===== src/common/rid_pkg.sv =====
//Function
//- A status flag sets on its event whatever its enable bit holds.
//- Writing one to a status bit clears it; writing zero leaves it alone.
//- Events are captured in standby; the interrupt shows once active mode returns.
//- Power-on reset brings the tamper status flag up set.
//- Software reset clears all status flags except tamper.
//- Bits 15 to 8 set at 512 down to 4 Hz; bit 7 at 2 Hz.
//- Bits 6 to 3 set on second, minute, hour and day ticks.
//- Bit 2 sets when the alarm value matches the selected counters.
//- Bit 1 sets on countdown expiry; bit 0 on tamper.
//- Enable bit sits beside its flag; clearing it leaves the flag alone.
//- Tamper enable sets on power-on and survives software reset; others default.
//- Alarm select: 00 daily, 01 monthly, 10 yearly, 11 one-time.
//- One interrupt output ORs all enabled sources; software reads status to find it.
//- Countdown decrements by one on each minute tick.
//- Writing zero to the countdown does nothing; zero count means disabled.
//- Countdown flags expiry at zero, reads live, software reset restores default.
//- Countdown value in bits 7:0; bits 15:8 read as zero.
//- Daylight hour and month registers take writes only while daylight enable clear.
//- Begin hour 12:8, finish hour 4:0; shift applied when minute reaches 59.
//- Begin month 11:8, finish month 3:0; other bits read zero.
//- Software reset leaves daylight hour and month registers unchanged.
//- Control bit 6 enables automatic daylight adjustment.
package rid_pkg;
    // ====================================================
    // Register map
    localparam logic [3:0] OFF_CTRL = 4'h0;
    localparam logic [3:0] OFF_STATUS = 4'h1;
    localparam logic [3:0] OFF_ENABLE = 4'h2;
    localparam logic [3:0] OFF_COUNT = 4'h3;
    localparam logic [3:0] OFF_HOUR = 4'h4;
    localparam logic [3:0] OFF_MONTH = 4'h5;
    // ====================================================
    // Fields
    localparam int CTRL_SWR_BIT = 8;
    localparam int CTRL_DST_BIT = 6;
    localparam int CTRL_ALM_LSB = 2;
    localparam logic [15:0] CTRL_MASK = 16'h004c;
    localparam logic [15:0] HOUR_MASK = 16'h1f1f;
    localparam logic [15:0] MONTH_MASK = 16'h0f0f;
    localparam logic [15:0] TAMPER_MASK = 16'h0001;
    localparam int BIT_HALF = 7;
    localparam int BIT_SEC = 6;
    localparam int BIT_MIN = 5;
    localparam int BIT_HOUR = 4;
    localparam int BIT_DAY = 3;
    localparam int BIT_ALARM = 2;
    localparam int BIT_COUNT = 1;
    localparam int BIT_TAMPER = 0;
    // ====================================================
    // Reset values
    localparam logic [15:0] CTRL_RST = 16'h0000;
    localparam logic [15:0] STATUS_RST = 16'h0001;
    localparam logic [15:0] ENABLE_RST = 16'h0001;
    localparam logic [7:0] COUNT_RST = 8'h00;
    localparam logic [15:0] DST_RST = 16'h0000;
    // ====================================================
    // Timing
    localparam int unsigned CLK_HZ = 20000000;
    localparam int unsigned BASE_HZ = 1024;
    localparam int unsigned BASE_DIV = CLK_HZ / BASE_HZ;
    // ====================================================
    // Alarm match select
    typedef enum logic [1:0] {
        ALM_DAILY = 2'h0,
        ALM_MONTHLY = 2'h1,
        ALM_YEARLY = 2'h2,
        ALM_ONCE = 2'h3
    } rid_alarm_type;
endpackage


===== src/hw/rid_irq_countdown_dst.sv =====
// Our own choices: the register offsets and strobed register access.
`timescale 1ns/1ns
module rid_irq_countdown_dst #(
    parameter int unsigned BASE_DIV = rid_pkg::BASE_DIV
) (
    input wire logic core_clk_i,
    input wire logic resetn_i,
    input wire logic [3:0] addr_i,
    input wire logic [15:0] wr_data_i,
    input wire logic wr_en_i,
    input wire logic rd_en_i,
    output logic [15:0] rd_data_o,
    input wire logic second_tick_i,
    input wire logic minute_tick_i,
    input wire logic hour_tick_i,
    input wire logic day_tick_i,
    input wire logic tamper_event_i,
    input wire logic alarm_hms_eq_i,
    input wire logic alarm_day_eq_i,
    input wire logic alarm_month_eq_i,
    input wire logic alarm_year_eq_i,
    input wire logic standby_i,
    input wire logic [4:0] cur_hour_i,
    input wire logic [3:0] cur_month_i,
    input wire logic minute_59_i,
    output logic irq_o,
    output logic daylight_adjust_enable_o,
    output logic shift_forward_o,
    output logic shift_back_o
);

    // ====================================================
    // Declarations
    logic [14:0] div_reg;
    logic base_tick;
    logic [8:0] phase_reg;
    logic [15:0] evt;
    logic [15:0] ctrl_reg;
    logic swr_reg;
    logic [15:0] status_reg;
    logic [15:0] status_next;
    logic [15:0] enable_reg;
    logic [7:0] count_reg;
    logic count_load;
    logic count_evt;
    logic [15:0] hour_reg;
    logic [15:0] month_reg;
    logic alarm_match;
    logic alarm_prev_reg;
    logic alarm_evt;
    logic irq_reg;
    logic fwd_reg;
    logic back_reg;
    logic [15:0] rd_data_reg;
    logic wr_ctrl;
    logic wr_status;
    logic wr_enable;
    logic wr_count;
    logic wr_hour;
    logic wr_month;
    logic daylight_adjust_enable;
    rid_pkg::rid_alarm_type alarm_sel;

    // ====================================================
    // Write decode
    assign wr_ctrl = wr_en_i && (addr_i == rid_pkg::OFF_CTRL);
    assign wr_status = wr_en_i && (addr_i == rid_pkg::OFF_STATUS);
    assign wr_enable = wr_en_i && (addr_i == rid_pkg::OFF_ENABLE);
    assign wr_count = wr_en_i && (addr_i == rid_pkg::OFF_COUNT);
    assign wr_hour = wr_en_i && (addr_i == rid_pkg::OFF_HOUR);
    assign wr_month = wr_en_i && (addr_i == rid_pkg::OFF_MONTH);

    // ====================================================
    // Sampling time base
    assign base_tick = (div_reg == 15'(BASE_DIV - 1));

    always_ff @(posedge core_clk_i)
    begin
        if (!resetn_i)
        begin
            div_reg <= 15'h0000;
        end
        else if (base_tick)
        begin
            div_reg <= 15'h0000;
        end
        else
        begin
            div_reg <= div_reg + 15'h0001;
        end
    end

    always_ff @(posedge core_clk_i)
    begin
        if (!resetn_i)
        begin
            phase_reg <= 9'h000;
        end
        else if (base_tick)
        begin
            phase_reg <= phase_reg + 9'h001;
        end
    end

    // Rate j fires every 2^(j+1) base ticks
    for (genvar j = 0; j < 9; j++)
    begin : g_rate
        assign evt[15 - j] = base_tick && (&phase_reg[j:0]);
    end

    // ====================================================
    // Event sources
    assign evt[rid_pkg::BIT_SEC] = second_tick_i;
    assign evt[rid_pkg::BIT_MIN] = minute_tick_i;
    assign evt[rid_pkg::BIT_HOUR] = hour_tick_i;
    assign evt[rid_pkg::BIT_DAY] = day_tick_i;
    assign evt[rid_pkg::BIT_ALARM] = alarm_evt;
    assign evt[rid_pkg::BIT_COUNT] = count_evt;
    assign evt[rid_pkg::BIT_TAMPER] = tamper_event_i;

    // ====================================================
    // Control register
    assign daylight_adjust_enable = ctrl_reg[rid_pkg::CTRL_DST_BIT];
    assign alarm_sel = rid_pkg::rid_alarm_type'(ctrl_reg[rid_pkg::CTRL_ALM_LSB +: 2]);
    assign daylight_adjust_enable_o = daylight_adjust_enable;

    always_ff @(posedge core_clk_i)
    begin
        if (!resetn_i)
        begin
            ctrl_reg <= rid_pkg::CTRL_RST;
        end
        else if (wr_ctrl)
        begin
            ctrl_reg <= wr_data_i & rid_pkg::CTRL_MASK;
        end
    end

    // Self-clearing software reset pulse
    always_ff @(posedge core_clk_i)
    begin
        if (!resetn_i)
        begin
            swr_reg <= 1'b0;
        end
        else
        begin
            swr_reg <= wr_ctrl && wr_data_i[rid_pkg::CTRL_SWR_BIT];
        end
    end

    // ====================================================
    // Status flags
    always_comb
    begin
        status_next = status_reg;
        if (wr_status)
        begin
            status_next = status_next & ~wr_data_i;
        end
        if (swr_reg)
        begin
            status_next = status_next & rid_pkg::TAMPER_MASK;
        end
        status_next = status_next | evt;
    end

    always_ff @(posedge core_clk_i)
    begin
        if (!resetn_i)
        begin
            status_reg <= rid_pkg::STATUS_RST;
        end
        else
        begin
            status_reg <= status_next;
        end
    end

    // ====================================================
    // Enable mask
    always_ff @(posedge core_clk_i)
    begin
        if (!resetn_i)
        begin
            enable_reg <= rid_pkg::ENABLE_RST;
        end
        else if (wr_enable)
        begin
            enable_reg <= wr_data_i;
        end
        else if (swr_reg)
        begin
            enable_reg <= (enable_reg & rid_pkg::TAMPER_MASK)
                | (rid_pkg::ENABLE_RST & ~rid_pkg::TAMPER_MASK);
        end
    end

    // ====================================================
    // Interrupt output
    always_ff @(posedge core_clk_i)
    begin
        if (!resetn_i)
        begin
            irq_reg <= 1'b0;
        end
        else
        begin
            irq_reg <= (|(status_reg & enable_reg)) && !standby_i;
        end
    end
    assign irq_o = irq_reg;

    // ====================================================
    // Minute countdown
    assign count_load = wr_count && (wr_data_i[7:0] != 8'h00);
    assign count_evt = minute_tick_i && (count_reg == 8'h01) && !count_load;

    always_ff @(posedge core_clk_i)
    begin
        if (!resetn_i)
        begin
            count_reg <= rid_pkg::COUNT_RST;
        end
        else if (count_load)
        begin
            count_reg <= wr_data_i[7:0];
        end
        else if (swr_reg)
        begin
            count_reg <= rid_pkg::COUNT_RST;
        end
        else if (minute_tick_i && (count_reg != 8'h00))
        begin
            count_reg <= count_reg - 8'h01;
        end
    end

    // ====================================================
    // Alarm match
    assign alarm_match = alarm_hms_eq_i
        && (alarm_sel == rid_pkg::ALM_DAILY || alarm_day_eq_i)
        && (alarm_sel inside {rid_pkg::ALM_DAILY, rid_pkg::ALM_MONTHLY} || alarm_month_eq_i)
        && (alarm_sel != rid_pkg::ALM_ONCE || alarm_year_eq_i);

    assign alarm_evt = alarm_match && !alarm_prev_reg;

    always_ff @(posedge core_clk_i)
    begin
        if (!resetn_i)
        begin
            alarm_prev_reg <= 1'b0;
        end
        else
        begin
            alarm_prev_reg <= alarm_match;
        end
    end

    // ====================================================
    // Daylight hour and month bounds
    always_ff @(posedge core_clk_i)
    begin
        if (!resetn_i)
        begin
            hour_reg <= rid_pkg::DST_RST;
        end
        else if (wr_hour && !daylight_adjust_enable)
        begin
            hour_reg <= wr_data_i & rid_pkg::HOUR_MASK;
        end
    end

    always_ff @(posedge core_clk_i)
    begin
        if (!resetn_i)
        begin
            month_reg <= rid_pkg::DST_RST;
        end
        else if (wr_month && !daylight_adjust_enable)
        begin
            month_reg <= wr_data_i & rid_pkg::MONTH_MASK;
        end
    end

    // Shift pulses at minute 59 of the programmed hour
    always_ff @(posedge core_clk_i)
    begin
        if (!resetn_i)
        begin
            fwd_reg <= 1'b0;
            back_reg <= 1'b0;
        end
        else
        begin
            fwd_reg <= daylight_adjust_enable && minute_59_i && (cur_hour_i == hour_reg[12:8])
                && (cur_month_i == month_reg[11:8]);
            back_reg <= daylight_adjust_enable && minute_59_i && (cur_hour_i == hour_reg[4:0])
                && (cur_month_i == month_reg[3:0]);
        end
    end
    assign shift_forward_o = fwd_reg;
    assign shift_back_o = back_reg;

    // ====================================================
    // Read port
    always_ff @(posedge core_clk_i)
    begin
        if (!resetn_i)
        begin
            rd_data_reg <= 16'h0000;
        end
        else if (rd_en_i)
        begin
            case (addr_i)
                rid_pkg::OFF_CTRL:
                begin
                    rd_data_reg <= ctrl_reg;
                end
                rid_pkg::OFF_STATUS:
                begin
                    rd_data_reg <= status_reg;
                end
                rid_pkg::OFF_ENABLE:
                begin
                    rd_data_reg <= enable_reg;
                end
                rid_pkg::OFF_COUNT:
                begin
                    rd_data_reg <= {8'h00, count_reg};
                end
                rid_pkg::OFF_HOUR:
                begin
                    rd_data_reg <= hour_reg;
                end
                rid_pkg::OFF_MONTH:
                begin
                    rd_data_reg <= month_reg;
                end
                default:
                begin
                    rd_data_reg <= 16'h0000;
                end
            endcase
        end
        else
        begin
            rd_data_reg <= 16'h0000;
        end
    end
    assign rd_data_o = rd_data_reg;
endmodule


===== config.mk =====
export PLATFORM = sky130hd
export DESIGN_NAME = rid_irq_countdown_dst
export DESIGN_NICKNAME = d
export VERILOG_FILES = /design/src/common/rid_pkg.sv /design/src/hw/rid_irq_countdown_dst.sv
export SDC_FILE = /design/constraint.sdc
export NUM_CORES = 1
export LEC_CHECK = 0
export BUFFER_PORTS_ARGS = -buffer_cell sky130_fd_sc_hd__buf_2
export CORE_AREA = 2 2 92 94
export DETAILED_ROUTE_END_ITERATION = 16
export DIE_AREA = 0 0 94 96
export GPL_TIMING_DRIVEN = 0
export PLACE_DENSITY = 0.87
export SETUP_SLACK_MARGIN = 0.3
export SYNTH_ARGS = -nofsm -noshare
export SYNTH_HDL_FRONTEND = slang
export SYNTH_SLANG_ARGS = --single-unit

===== constraint.sdc =====
create_clock -name core_clk_i -period 4 [get_ports core_clk_i]
set_input_delay 0.8 -clock core_clk_i [delete_from_list [all_inputs] [get_ports core_clk_i]]
set_output_delay 0.8 -clock core_clk_i [all_outputs]
set_load 0.1 [all_outputs]

## After elaboration in Yosys (flattened, before gate mapping)

Cells that the tools add are included.

| word-level totals | value |
|---|---|
| flip-flop bits (word level) | 106 |
| bits of input ports | 44 |
| output and inout bits | 20 |
| word-level logic and storage cells | 101 |

| cells by class | value |
|---|---|
| reductions and logical operators | 57 |
| $add $sub $neg | 3 |
| bitwise logic cells | 5 |
| multiplexer cells | 8 |
| equality and inequality tests | 13 |

Operator list:

| cell | count |
|---|---|
| case mux 16 bit (6 select lines) | 1 |
| 2-to-1 mux 16 bit | 4 |
| AND 16 bit | 2 |
| logical AND 1 bit | 32 |
| 2-to-1 mux 8 bit | 3 |
| NOT 16 bit | 1 |
| bitwise OR 16 bit | 1 |
| nonzero test 8 bit | 2 |
| OR reduction 16 bit | 1 |
| adder 15 x 1 -> 15 bit, second input constant | 1 |
| equality test 15 bit, second input constant | 1 |
| equality test 5 bit | 2 |
| adder 9 x 1 -> 9 bit, second input constant | 1 |
| AND reduction 9 bit | 1 |
| equality test 4 x 2 -> 1 bit, second input constant | 2 |
| equality test 4 x 3 -> 1 bit, second input constant | 2 |
| equality test 4 bit | 2 |
| equality test 8 x 1 -> 1 bit, second input constant | 1 |
| AND reduction 8 bit | 1 |
| subtractor 8 x 1 -> 8 bit, second input constant | 1 |
| AND reduction 7 bit | 1 |
| AND reduction 6 bit | 1 |
| AND reduction 5 bit | 1 |
| equality test 4 x 1 -> 1 bit, second input constant | 1 |
| other kinds (13) | 20 |

## Longest topological paths before layout

| depth | value |
|---|---|
| depth after elaboration | 7 |
| mapped depth | 8 |
| gate-level depth less buffers | 6 |

## Worst setup path before layout

No wires, ideal clock.

| path | value |
|---|---|
| path kind | input to register |
| start | input port addr_i[2] |
| end | register enable_reg[14] |
| data required time | 3929 ps |
| setup time | 71 ps |
| arrival | 2407 ps |
| slack | 1522 ps |
| cell stages on the path | 7 |
| cell sequence | clkbuf_1 > nor4b_1 > and2_1 > clkbuf_1 > clkbuf_1 > nand2_1 > a21oi_1 |

| between the ends | value |
|---|---|
| cells in the longest elaborated chain, start to end | 3 |
| elaborated cells on any way between the ends | 4 |
| those cells by class | 1 x eq/ne; 1 x mux; 2 x reduce/logical |

RTL lines:

| element | line | text |
|---|---|---|
| start: declaration | rid_irq_countdown_dst.sv:8 | `input wire logic [3:0] addr_i,` |
| equality test 4 x 2 -> 1 bit (*) | rid_irq_countdown_dst.sv:68 | `assign wr_enable = wr_en_i && (addr_i == rid_pkg::OFF_ENABLE);` |
| logical AND 1 bit (*) | rid_irq_countdown_dst.sv:68 |  |
| 2-to-1 mux 16 bit or nonzero test 2 bit (tied branches) | n/a |  |
| end signal: assignment | rid_irq_countdown_dst.sv:186 | `enable_reg <= rid_pkg::ENABLE_RST;` |
| end signal: assignment | rid_irq_countdown_dst.sv:190 | `enable_reg <= wr_data_i;` |
| end signal: assignment | rid_irq_countdown_dst.sv:194 | `enable_reg <= (enable_reg & rid_pkg::TAMPER_MASK)` |
| end: declaration | rid_irq_countdown_dst.sv:42 | `logic [15:0] enable_reg;` |

Mark *: on every way between the ends. The rest lies on a longest branch, timed or not.
A chain may end at the register's enable or synchronous reset.

## Worst setup path in the final report

| path | value |
|---|---|
| start | input port addr_i[2] |
| end | register enable_reg[10] |

Same word-level chain as after synthesis.

==> run summary <==
Post-CTS Resized -> 0
Initial antenna violation count -> 0
Worst-Margin Slew -> 1.09 ns
Cts hold-fix bufs -> 0
Core area -> 0.00805 mm2
Clock Skew -> 0.0110 ns
Later-pin clock latency in the skew report -> 0.37 ns
1st-iter DRT viols -> 452
Post-synth EDFFs -> 0
First-pass GRT wire length -> 21.5 mm
RSZ-0062 raised after global routing -> no
Met1 Use GR -> 41.7%
Worst EP required -> 4.30 ns
Setup tns final -> 0 ns
Syn. warnings -> 0
Dpl cell area -> 0.00533 mm2
Slew HR -> 26.1%
Ys flop type -> dfxtp_1
Maximum vdd drop -> 0.000220 V
Critical Path Fanout Max -> 10
GRT overflow -> 0
CTS Buf Count -> 9
Final Hold Viols -> 0
Overall Global Routing Usage -> 31.1%
Layout cells sized above 1 -> 14.6%
Tmin final -> 2.86 ns
Mapped Cells -> 564
Clock buffer depth -> 2
Distinct cell type count after synthesis -> 53
Antenna-violating nets left -> 0
Fin crit share -> 71.5%
CP arrival -> 3.16 ns
Reg clk slew, reported paths -> 0.10 ns
Min-delay worst type -> reg2reg
Synth Register Bits -> 106
Min-Delay Path Depth -> 1
Io pins -> 64
Clock sink count -> 106
Final HPWL DP -> 10.1 mm
Mapped Area -> 0.00489 mm2
Initial Util -> 60.8%
Hold WS -> 0.481 ns
Asr flop ratio synth -> 0%
Drt total wl -> 13.9 mm
H-tree levels -> 3
DR vias -> 4672
Row Count -> 33
Wire per inst -> 18.5 um
PD cells -> 420 mW/mm2
Worst setup EP type -> flop
Reg2Reg Depth -> 6
NumNets Final -> 690
Mapped Avg Cell Area -> 8.67 um2
Max Clock Freq -> 350 MHz
Number of vias per cell -> 6.25
Final Cell Area -> 0.00554 mm2
Synth Net Count -> 617
Root buffer cell -> clkbuf_8
Max-slew violations -> 0
Grt met2 use -> 48.5%
DR DRC count -> 0
Final setup vio count -> 0
Startpoint Class -> input port
# diodes -> 0
Max-Cap Viols -> 0
Initial DRT Pass Iterations -> 8
TritonCTS clock tree -> yes
DIE AREA -> 0.00902 mm2
Register area share after synthesis -> 43.4%
Fill count -> 665
Busiest grt layer -> met2
Result of the run -> finished, final reports clean
Placer congestion estimate -> 1.01
CP Class -> in2reg
Post-CTS Setup Repair Bufs -> 0
Die Wd -> 94 um
Largest net degree at the start of global routing -> 19
Area Growth Syn to Fin -> 13.3%
Vias in the first global route -> 4281
Leakage dissipation -> 0.00200 uW
Port bufs -> 62
GRT met3 Usage -> 7.99%
Die Ht -> 96 um
## cell type report
| type | instances | area (um2) | area share, % |
|---|---|---|---|
| Clock inverter | 6 | 71.3 | 1.29 |
| Inverter | 8 | 30.0 | 0.542 |
| Multi-Input combinational cell | 418 | 2620 | 47.2 |
| Buffer | 32 | 124 | 2.23 |
| Tap cell | 105 | 131 | 2.37 |
| Clock buffer | 10 | 138 | 2.48 |
| Sequential cell | 106 | 2120 | 38.3 |
| Timing Repair Buffer | 62 | 310 | 5.60 |
## cells in the mapped netlist, types with 3 or more instances
| cell type | number | share of area, % |
|---|---|---|
| clkbuf_1 | 28 | 2.1 |
| o41ai_1 | 3 | 0.54 |
| ha_1 | 9 | 2.3 |
| nand2b_1 | 8 | 1.0 |
| nand2_1 | 71 | 5.4 |
| dfxtp_1 | 106 | 43 |
| mux2i_1 | 12 | 2.5 |
| a21oi_1 | 55 | 5.6 |
| a211o_1 | 3 | 0.54 |
| a32o_1 | 7 | 1.4 |
| xnor2_1 | 24 | 4.3 |
| and2_1 | 3 | 0.38 |
| or4_1 | 5 | 0.77 |
| o21a_1 | 6 | 0.92 |
| nand4_1 | 7 | 0.90 |
| o21ai_0 | 10 | 1.0 |
| nor2_1 | 35 | 2.7 |
| nor3_1 | 10 | 1.0 |
| and3_1 | 3 | 0.38 |
| or3_1 | 12 | 1.5 |
| a22o_1 | 3 | 0.54 |
| a22oi_1 | 25 | 3.8 |
| buf_2 | 3 | 0.31 |
| a31oi_1 | 4 | 0.51 |
| nand3b_1 | 15 | 2.3 |
| nor4_1 | 7 | 0.90 |
| mux2_2 | 3 | 0.69 |
| nand3_1 | 29 | 3.0 |
| xor2_1 | 8 | 1.4 |
| inv_1 | 7 | 0.54 |
| a221oi_1 | 6 | 1.1 |
| nor2b_1 | 7 | 0.90 |
## power by group
group | leakage (uW) | total (uW) | switching (uW) | internal, uW
clock network | 0.0000999 | 694 | 381 | 313
registers | 0.000859 | 1180 | 75.5 | 1110
logic | 0.00104 | 453 | 244 | 210
total | 0.00200 | 2330 | 700 | 1630
## cell usage in the layout (no fill, tap or decap), types with 15 or more instances in the layout
cell	n
a21oi_1	55
nand3_1	29
nand3b_1	15
dfxtp_1	106
a22oi_1	25
nor2_1	35
nand2_1	71
buf_2	65
xnor2_1	24
clkbuf_1	28
## cells by family (layout without fill, tap and decap cells)
| group | after synthesis | count (layout) | share of synthesized area, % |
|---|---|---|---|
| compound gates | 136 | 136 | 18.6 |
| buf+inv | 40 | 118 | 3.15 |
| simple gates | 226 | 226 | 23.7 |
| mux | 15 | 15 | 3.15 |
| fa+ha+maj | 9 | 9 | 2.30 |
| xor+xnor | 32 | 32 | 5.73 |
| flops | 106 | 106 | 43.4 |
## routing by layer
metal | share of wire, % | vias up
met5 | 0 | -
met4 | 2.7 | 0
met3 | 11 | 39
met2 | 44 | 267
met1 | 43 | 2176
li1 | - | 2190
## worst max-delay path, cell delays in order
cell and delay (ns):
clkbuf_1 0.18, nor4b_1 0.93, and2_1 0.23, clkbuf_1 0.31, clkbuf_1 0.44, nand2_1 0.13
a21oi_1 0.14
## metrics by stage
| step | total power, uW | worst slack (ns) | std cells | util (%) |
|---|---|---|---|---|
| final | 2330 | 1.14 | 747 | 68.8 |
| after global routing | 2410 | 0.950 | 747 | 68.8 |
| after global placement | 1630 | 0.859 | 731 | 66.2 |
| after floorplan | 1510 | 1.52 | 564 | - |
| after CTS | 2320 | 1.19 | 747 | 68.8 |
| after detailed placement | 1640 | 0.798 | 731 | 66.2 |
## path summary, 6_finish.rpt
kind / to / from / slack [ns]
setup / recovery: enable_reg[10]$_SDFFE_PN0P_ / addr_i[2] / 1.14
hold / removal: div_reg[0]$_SDFF_PP0_ / div_reg[0]$_SDFF_PP0_ / 0.48
setup reg to reg: count_reg[5]$_SDFFE_PN0P_ / count_reg[1]$_SDFFE_PN0P_ / 1.63
hold reg to reg: div_reg[0]$_SDFF_PP0_ / div_reg[0]$_SDFF_PP0_ / 0.48
Note: power is estimated with default switching activity, not from simulation.
